===== config.mk =====
export PLATFORM = sky130hd
export DESIGN_NAME = pdo_sequencer
export DESIGN_NICKNAME = d
export VERILOG_FILES = /design/src/hw/pdo_pkg.sv /design/src/hw/pdo_order_store.sv /design/src/hw/pdo_sequencer.sv
export VERILOG_INCLUDE_DIRS = /design/src /design/src/hw
export SDC_FILE = /design/constraint.sdc
export NUM_CORES = 1
export LEC_CHECK = 0
export BUFFER_PORTS_ARGS = -buffer_cell sky130_fd_sc_hd__buf_2
export CAP_MARGIN = 20
export CORE_MARGIN = 4
export CORE_UTILIZATION = 50
export CTS_BUF_LIST = sky130_fd_sc_hd__clkbuf_8
export DETAILED_ROUTE_END_ITERATION = 12
export HOLD_SLACK_MARGIN = 0.06
export PLACE_DENSITY_LB_ADDON = 0.3
export SLEW_MARGIN = 20
export SYNTH_ARGS = -nofsm -noshare
export SYNTH_HDL_FRONTEND = slang
export SYNTH_SLANG_ARGS = --single-unit

===== constraint.sdc =====
create_clock -name i_clk_sys -period 5.95 [get_ports i_clk_sys]
set_clock_uncertainty 0.15 [all_clocks]
set_input_delay 0 -clock i_clk_sys [delete_from_list [all_inputs] [get_ports i_clk_sys]]
set_output_delay 0 -clock i_clk_sys [all_outputs]
set_load 0.02 [all_outputs]

===== src/hw/pdo_regs.svh =====
// Offsets, reset values and timing constants of the power-down order block.
`ifndef PDO_REGS_SVH
`define PDO_REGS_SVH

// Read-only mirrors of the fused power-up order, one byte each.
`define PDO_MIRROR_BASE          8'h58
// Writable power-down order registers, switchers first, memory reference last.
`define PDO_SW1_OFF_OFS          8'h5f
`define PDO_SW2_OFF_OFS          8'h60
`define PDO_SW3_OFF_OFS          8'h61
`define PDO_LDO1_OFF_OFS         8'h62
`define PDO_LDO2_OFF_OFS         8'h63
`define PDO_LDO3_OFF_OFS         8'h64
`define PDO_VREF_OFF_OFS         8'h65
`define PDO_LAST_OFS             8'h65

// Field layout: order value in bits 2 to 0, bits 7 to 3 unused.
`define PDO_ORDER_MSB            2
`define PDO_ORDER_LSB            0
`define PDO_UNUSED_ZERO          5'h00
`define PDO_READ_ZERO            8'h00

// Printed reset value of a register that has no fuse behind it.
`define PDO_ORDER_RESET          3'h0
`define PDO_TOP_LEVEL            3'h7

// Pause between two power-down steps.
`define PDO_CLK_PERIOD_NS        100
`define PDO_STEP_TIME_NS         2000
`define PDO_STEP_CYCLES          ((`PDO_STEP_TIME_NS + `PDO_CLK_PERIOD_NS - 1) / `PDO_CLK_PERIOD_NS)

`endif


===== src/hw/pdo_pkg.sv =====
// Types and decode helpers shared by the power-down order block.
`include "pdo_regs.svh"
package pdo_pkg;

  localparam int NUM_SUPPLIES = 7;
  localparam int NUM_ENTRIES  = 14;

  // Sequencer states.
  typedef enum logic [1:0]
  {
    SEQ_IDLE = 2'b00,
    SEQ_STEP = 2'b01,
    SEQ_WAIT = 2'b10
  } seq_state_t;

  // One register access from the processor side.
  typedef struct packed
  {
    logic       wr;
    logic       rd;
    logic [7:0] addr;
    logic [7:0] wdata;
  } reg_req_t;

  // Result of decoding an address into the entry table.
  typedef struct packed
  {
    logic       hit;
    logic       writable;
    logic [3:0] idx;
  } addr_dec_t;

  typedef logic [NUM_SUPPLIES-1:0][2:0] order_vec_t;

  // Entries 0..6 are mirrors, 7..13 are the writable power-down fields.
  function automatic addr_dec_t decode_addr(input logic [7:0] addr);
    addr_dec_t d;
    logic [7:0] off;
    off        = addr - `PDO_MIRROR_BASE;
    d.hit      = (addr >= `PDO_MIRROR_BASE) && (addr <= `PDO_LAST_OFS);
    d.idx      = off[3:0];
    d.writable = d.hit && (addr >= `PDO_SW1_OFF_OFS);
    return d;
  endfunction

endpackage


===== src/hw/pdo_order_store.sv =====
// Storage of the fused mirrors and the writable power-down order fields.
`timescale 1ns/100ps
`include "pdo_regs.svh"

module pdo_order_store
  import pdo_pkg::*;
#(
  parameter int P_SUPPLIES = 7
)
(
  input  wire logic       i_clk_sys,
  input  wire logic       i_rst_n,
  input  wire logic       i_clk_en,
  input  wire order_vec_t i_fuse_order,
  input  wire logic       i_wr_en,
  input  wire logic       i_rd_en,
  input  wire logic [7:0] i_addr,
  input  wire logic [7:0] i_wdata,
  output logic [7:0]      o_rdata,
  output order_vec_t      o_off_order
);

  typedef struct packed
  {
    logic [NUM_ENTRIES-1:0][2:0] ent;
    logic [7:0]                  rdata;
  } store_t;

  store_t    st_r;
  store_t    st_nxt;
  addr_dec_t dec;

  if (P_SUPPLIES != NUM_SUPPLIES)
  begin : g_bad_supplies
    $error("pdo_order_store supports exactly seven supplies");
  end

  // Next value: writes touch only the power-down half, reads load the output byte.
  always_comb
  begin
    st_nxt = st_r;
    dec    = decode_addr(i_addr);
    if (i_wr_en && dec.writable)
    begin
      st_nxt.ent[dec.idx] = i_wdata[`PDO_ORDER_MSB:`PDO_ORDER_LSB]; // Upper bits dropped.
    end
    if (i_rd_en)
    begin
      st_nxt.rdata = dec.hit ? {`PDO_UNUSED_ZERO, st_r.ent[dec.idx]} : `PDO_READ_ZERO;
    end
  end

  // Reset is synchronous, so the fuse levels are sampled on a clock edge while held.
  always_ff @(posedge i_clk_sys)
  begin
    if (!i_rst_n)
    begin
      for (int i = 0; i < NUM_SUPPLIES; i++)
      begin
        st_r.ent[i]              <= i_fuse_order[i]; // Mirror copy of the power-up order.
        st_r.ent[i+NUM_SUPPLIES] <= i_fuse_order[i]; // Off order starts equal to on order.
      end
      st_r.rdata <= `PDO_READ_ZERO;
    end
    else if (i_clk_en)
    begin
      st_r <= st_nxt;
    end
  end

  assign o_rdata = st_r.rdata;

  // Seven separate three-bit fields feed the sequencer.
  for (genvar g = 0; g < NUM_SUPPLIES; g++)
  begin : g_off
    assign o_off_order[g] = st_r.ent[g+NUM_SUPPLIES];
  end

endmodule


===== src/hw/pdo_sequencer.sv =====
// Power-down order sequencer with its register access for seven supplies.
// Supply index: 0..2 switchers, 3..5 linear regulators, 6 memory reference.
//
// Timing, counted from the edge that takes a power-down request:
// the busy flag rises and level 7 is looked at in the first cycle.
// A level that matches one or more supplies still on takes one cycle;
// their enables fall at the next edge, and the sequencer then pauses
// for P_STEP_CYCLES cycles before it looks at the next lower level.
// A level that matches nothing costs a single cycle, so a sparse
// order table does not stretch the run by empty pauses.
// After level 0 the done flag pulses for one cycle and busy falls.
// Supplies that share a level switch off in the same cycle.
//
// With every field at zero the stepping is skipped: all enables fall
// at the edge that takes the request, done pulses and busy never rises.
//
// Order fields cannot be written while a run is in progress. A host
// that rewrites them late must wait for the done pulse, or its write
// is dropped without notice; the trade buys a sequencer that never
// sees its table change half way through.
`timescale 1ns/100ps
`include "pdo_regs.svh"

module pdo_sequencer
  import pdo_pkg::*;
#(
  parameter int P_SUPPLIES    = 7,
  parameter int P_STEP_CYCLES = `PDO_STEP_CYCLES
)
(
  input  wire logic       i_clk_sys,
  input  wire logic       i_rst_n,
  input  wire logic       i_clk_en,
  input  wire reg_req_t   i_reg,
  output logic [7:0]      o_reg_rdata,
  output logic            o_reg_rvalid,
  input  wire order_vec_t i_fuse_order,
  input  wire logic       i_system_on,
  input  wire logic       i_supplies_on,
  input  wire logic       i_power_down,
  output logic [6:0]      o_supply_en,
  output logic            o_seq_busy,
  output logic            o_seq_done
);

  // Whole state of the sequencer in one word.
  typedef struct packed
  {
    seq_state_t  st;
    logic [2:0]  level;
    logic [15:0] cnt;
    logic [6:0]  en;
    logic        busy;
    logic        done;
    logic        rvalid;
  } seq_regs_t;

  seq_regs_t  sq_r;
  seq_regs_t  sq_nxt;
  order_vec_t off_order;
  addr_dec_t  dec;
  logic       wr_ok;
  logic [6:0] at_level;
  logic       all_zero;

  if (P_SUPPLIES != NUM_SUPPLIES)
  begin : g_bad_supplies
    $error("pdo_sequencer supports exactly seven supplies");
  end
  if ((P_STEP_CYCLES < 1) || (P_STEP_CYCLES > 65535))
  begin : g_bad_step
    $error("pdo_sequencer step count must lie in 1..65535");
  end

  // Writes are refused outside system-on and while a power-down runs,
  // so the sequencer never sees its order change under its feet.
  assign dec   = decode_addr(i_reg.addr);
  assign wr_ok = i_reg.wr && dec.writable && i_system_on && (sq_r.st == SEQ_IDLE);

  pdo_order_store #(
    .P_SUPPLIES   (P_SUPPLIES)
  ) u_store (
    .i_clk_sys    (i_clk_sys),
    .i_rst_n      (i_rst_n),
    .i_clk_en     (i_clk_en),
    .i_fuse_order (i_fuse_order),
    .i_wr_en      (wr_ok),
    .i_rd_en      (i_reg.rd),
    .i_addr       (i_reg.addr),
    .i_wdata      (i_reg.wdata),
    .o_rdata      (o_reg_rdata),
    .o_off_order  (off_order)
  );

  // Per-supply match of its order field against the current step level.
  for (genvar g = 0; g < NUM_SUPPLIES; g++)
  begin : g_match
    assign at_level[g] = (off_order[g] == sq_r.level);
  end

  // A supply whose field is nonzero keeps the sequencer in play.
  assign all_zero = (off_order == '0);

  // The bottom level closes the run; both the step and the wait state
  // test it, so the test lives in one place.
  function automatic logic at_bottom(input logic [2:0] lvl);
    return (lvl == `PDO_ORDER_RESET);
  endfunction

  // Sequencer next state.
  always_comb
  begin
    sq_nxt        = sq_r;
    sq_nxt.done   = 1'b0;
    sq_nxt.rvalid = i_reg.rd;
    case (sq_r.st)
      // Idle: a power-down request beats a power-up request in the same cycle.
      SEQ_IDLE:
      begin
        if (i_power_down)
        begin
          if (all_zero)
          begin
            sq_nxt.en   = '0; // Bypass: every supply drops in the same cycle.
            sq_nxt.done = 1'b1;
          end
          else
          begin
            sq_nxt.st    = SEQ_STEP;
            sq_nxt.level = `PDO_TOP_LEVEL;
            sq_nxt.busy  = 1'b1;
          end
        end
        else if (i_supplies_on)
        begin
          sq_nxt.en = '1;
        end
      end
      SEQ_STEP:
      begin
        // Supplies sharing a level go off together; empty levels cost one cycle only.
        sq_nxt.en = sq_r.en & ~at_level;
        if ((at_level & sq_r.en) != '0)
        begin
          sq_nxt.st  = SEQ_WAIT;
          sq_nxt.cnt = 16'(P_STEP_CYCLES - 1);
        end
        else if (at_bottom(sq_r.level))
        begin
          sq_nxt.st   = SEQ_IDLE;
          sq_nxt.busy = 1'b0;
          sq_nxt.done = 1'b1;
        end
        else
        begin
          sq_nxt.level = sq_r.level - 3'h1; // Descending order.
        end
      end
      // Wait: hold the enables for the pause, then move one level down, or finish the run after level 0.
      SEQ_WAIT:
      begin
        if (sq_r.cnt != 16'h0000)
        begin
          sq_nxt.cnt = sq_r.cnt - 16'h0001;
        end
        else if (at_bottom(sq_r.level))
        begin
          sq_nxt.st   = SEQ_IDLE;
          sq_nxt.busy = 1'b0;
          sq_nxt.done = 1'b1;
        end
        else
        begin
          sq_nxt.st    = SEQ_STEP;
          sq_nxt.level = sq_r.level - 3'h1;
        end
      end
      // An unused state code falls back to idle rather than hanging.
      default:
      begin
        sq_nxt.st   = SEQ_IDLE;
        sq_nxt.busy = 1'b0;
      end
    endcase
  end

  // State register; the clock enable freezes everything.
  // Reset is synchronous and wins over the enable, so a frozen block can still be cleared.
  always_ff @(posedge i_clk_sys)
  begin
    if (!i_rst_n)
    begin
      sq_r.st     <= SEQ_IDLE;
      sq_r.level  <= `PDO_ORDER_RESET;
      sq_r.cnt    <= 16'h0000;
      sq_r.en     <= 7'h00;
      sq_r.busy   <= 1'b0;
      sq_r.done   <= 1'b0;
      sq_r.rvalid <= 1'b0;
    end
    else if (i_clk_en)
    begin
      sq_r <= sq_nxt;
    end
  end

  // All outputs but o_reg_rdata come straight from the state word; the read byte comes from the order store.
  assign o_reg_rvalid = sq_r.rvalid;
  assign o_supply_en  = sq_r.en;
  assign o_seq_busy   = sq_r.busy;
  assign o_seq_done   = sq_r.done;

endmodule

==> run_results.csv <==
group,metric,value,unit
outcome,status,"finished clean",
clock_tree,clkSlewWorstSetupHoldPaths,0.09,ns
placement,dp.cells,602,
synth,synth.distinct_cells,61,
layout,final_layout_size_suffix_gt1_share,16.3,%
clock_tree,clkSinkCount,76,
clock_tree,cts-buffers-inserted,9,
die,design.die.area,10700,µm²
die,io_pins,63,
clock_tree,tritoncts,"done",
critical_path,critical_path.endpoint_type,"register",
synth,yosys_register_bits,76,
placement,dpl.hpwl,8260,µm
critical_path,worst_flop_to_flop_path_startpoint,"sq_r[28]",
critical_path,setup.worst_path.class,"register to register",
global_routing,number_of_global_route_vias_before_repair,3825,
layout,instances_no_fill,647,
synth,mappedNetlistArea,4540,µm²
timing,maxSlewHeadroom,48.3,%
hold_path,hold_path_class,"primary input to register",
synth,synth_top_cells_by_count,"58 x nand2_1, 56 x o21ai_0, 42 x edfxtp_1",
routing,routed_wirelength,11600,µm
routing,drtIter0Drc,244,
clock_tree,cts.root.buffer_cell,"clkbuf_8",
routing,routed-via-count,3886,
routing,route.detailed.wl_per_inst,17.9,µm
pwr,power_per_cell_area,250,nW/µm²
critical_path,worstSetupStartpointType,"register",
critical_path,setup.reg_to_reg.worst_slack,2.84,ns
routing,drt_pass1_iterations,5,
timing,grt_setup_unrepaired,"no",
synth,synth.most_common_cell,"nand2_1",
synth,yosys_warning_count,0,
pwr,leakage,2.04,nW
timing,setup_viol_count_final,0,
global_routing,grt_pass1_wl,18700,µm
clock_tree,insertion_delay,0.36,ns
placement,globalplace.congestion,0.910,
critical_path,crit_path_start,"sq_r[28]",
job,maxCapViolations,0,
timing,hold_violations,0,
layout,num-fill-cells,786,
global_routing,grt.overflow.total,0,
synth,synth_sequential_area_ratio,42.8,%
clock_tree,cts.repair.resized,0,
timing,final_min_period_over_clock_period,52.2,%
layout,flow.area_growth_from_synthesis,14.1,%
die,row_count,34,
routing,post-route-drc-count,0,
global_routing,global_router_s_overall_resource_usage,22.9,%
global_routing,grt_antenna_before_repair,0,
critical_path,crit_end,"sq_r[19]",
synth,synth.top_cells.by_area,"edfxtp_1 28%, dfxtp_1 15%, o21ai_0 6.2%",
timing,tns,0,ns
routing,remaining_antenna_violation_count,0,
synth,netlist.top_cell.by_area,"edfxtp_1",
pwr,vdd_ir_drop_max,152,µV
critical_path,worstPathMaxFanout,12,
synth,syn_avg_cell_area,9.46,µm²
global_routing,grt_start_max_net_pins,40,
critical_path,r2r_cells,6,
timing,max_freq,322,MHz
placement,io_buffers,52,
layout,num-nets-final,586,
layout,diode_insertion_count_for_antenna_repair,0,
clock_tree,htree_num_levels,3,
die,die-width,103,µm
die,core_area,8760,µm²
critical_path,reg2reg_to,"sq_r[19]",
synth,netlist_instances,480,
timing,final_period_minus_worst_setup_slack,3.11,ns
routing,route.detailed.vias_per_inst,6.01,
die,initial_core_util,51.8,%
synth,synth_enable_flop_cells,42,
critical_path,critPathRequiredTime,6.08,ns
timing,worst_slew_pin_slew,0.770,ns
synth,synth_async_sr_flop_share,0,%
timing,maxSlewViolCount,0,
die,die-height,103,µm
synth,synth.top_cell.area_share,27.8,%
clock_tree,postCtsSetupBuffers,0,
synth,synth-main-ff-cell,"edfxtp_1",
clock_tree,cts.path.max_buffers,2,
critical_path,worst-endpoint-arrival,3.24,ns
## worst min path at each step
stage / startpoint / endpoint / slack (ns) / cells past startpoint
2_1_floorplan: i_reg[16] / u_store.o_rdata[0] / -0.00007 / 2
3_3_place_gp: i_reg[16] / u_store.o_rdata[0] / 0.15 / 3
3_5_place_dp: i_reg[16] / u_store.o_rdata[0] / 0.16 / 3
4_1_cts: i_reg[11] / u_store.st_r[23] / 0.08 / 3
5_1_grt: i_reg[11] / u_store.st_r[26] / 0.1 / 3
6_report: i_reg[11] / u_store.st_r[26] / 0.09 / 3
## flip-flops by register name (all words and copies together), names as in the netlist
| register | count |
|---|---|
| o_reg_rvalid | 1 |
| o_seq_done | 1 |
| sq_r | 21 |
| u_store.st_r | 21 |
| u_store.o_off_order | 21 |
| o_seq_busy | 1 |
| o_supply_en | 7 |
| u_store.o_rdata | 3 |
## where the power goes
part | leakage [nW] | internal (mW) | switching, mW
registers | 0.682 | 0.596 | 0.0394
logic | 1.27 | 0.112 | 0.153
clock network | 0.0968 | 0.192 | 0.200
total | 2.04 | 0.901 | 0.392
## cell families after synthesis
logic type / after synthesis / share of synthesized area, %
adder cells (fa/ha/maj): 7 / 1.93
buffers and inverters: 60 / 7.02
multiplexers: 18 / 6.45
AO/OA/AOI/OAI: 125 / 17.3
XOR/XNOR: 25 / 4.99
AND/OR/NAND/NOR: 168 / 19.5
other: 1 / 0.0826
flip-flops: 76 / 42.8
## routing by layer
metal,up-vias,GRT usage (%),share of wire [%]
li1,1865,-,-
met1,1853,29.3,42
met2,151,38.5,49
met3,17,3.55,6.5
met4,0,10.3,1.7
met5,-,0,0
## area by class of cell
| class | count | area, µm² | share of cell area [%] |
|---|---|---|---|
| inverters | 18 | 67.6 | 1.30 |
| clock inverters | 7 | 67.6 | 1.30 |
| clock buffers | 9 | 124 | 2.39 |
| well taps | 108 | 135 | 2.61 |
| multi-input cells | 348 | 2300 | 44.3 |
| repair buffers | 81 | 551 | 10.6 |
| flip-flops and latches | 76 | 1940 | 37.5 |
## per-stage QoR
| stage | instance area (µm²) | util, % | power (mW) | setup slack, ns | hold slack, ns |
|---|---|---|---|---|---|
| 6_report | 5180 | 59.1 | 1.29 | 2.84 | 0.0937 |
| 5_1_grt | 5180 | 59.1 | 1.36 | 2.63 | 0.0987 |
| 4_1_cts | 5180 | 59.1 | 1.30 | 2.86 | 0.0805 |
| 3_5_place_dp | 4700 | 53.6 | 0.895 | 2.88 | 0.156 |
| 3_3_place_gp | 4700 | 53.6 | 0.886 | 2.92 | 0.152 |
| 2_1_floorplan | 4560 | - | 0.837 | 3.36 | -0.0000746 |
## critical path, cell delays in order, from the launching register on
cell and delay, ns:
dfxtp_1 0.67, xnor2_1 0.18, nor4bb_1 0.17, or4_1 0.77, o21bai_2 0.50, o21ai_1 0.36
a21oi_1 0.23
## layout by cell type, fill, tap and decap left out, drive strengths merged, types with 7 or more instances in the layout
| cell type | synthesis | final |
|---|---|---|
| buf | 29 | 52 |
| o21ai | 58 | 58 |
| edfxtp | 42 | 42 |
| nor2 | 23 | 23 |
| nor3 | 15 | 15 |
| nand3 | 9 | 9 |
| clkbuf | 13 | 9 |
| o211ai | 14 | 14 |
| nor4 | 9 | 9 |
| mux4 | 9 | 9 |
| or4 | 8 | 8 |
| ha | 7 | 7 |
| xor2 | 22 | 22 |
| inv | 18 | 20 |
| dfxtp | 34 | 34 |
| dlygate4sd3 | 0 | 29 |
| nand4 | 7 | 7 |
| nand2 | 59 | 59 |
| or3 | 8 | 8 |
| mux2i | 9 | 9 |
| a21oi | 24 | 24 |
| nor2b | 9 | 9 |
## timing repair
item | 4_1_cts | 5_1_grt
hold buffers | 29 | 0
endpoints found under the hold margin | 54 | 0
setup endpoints to repair | 0 | 0
Power figures use the tool's default switching activity.
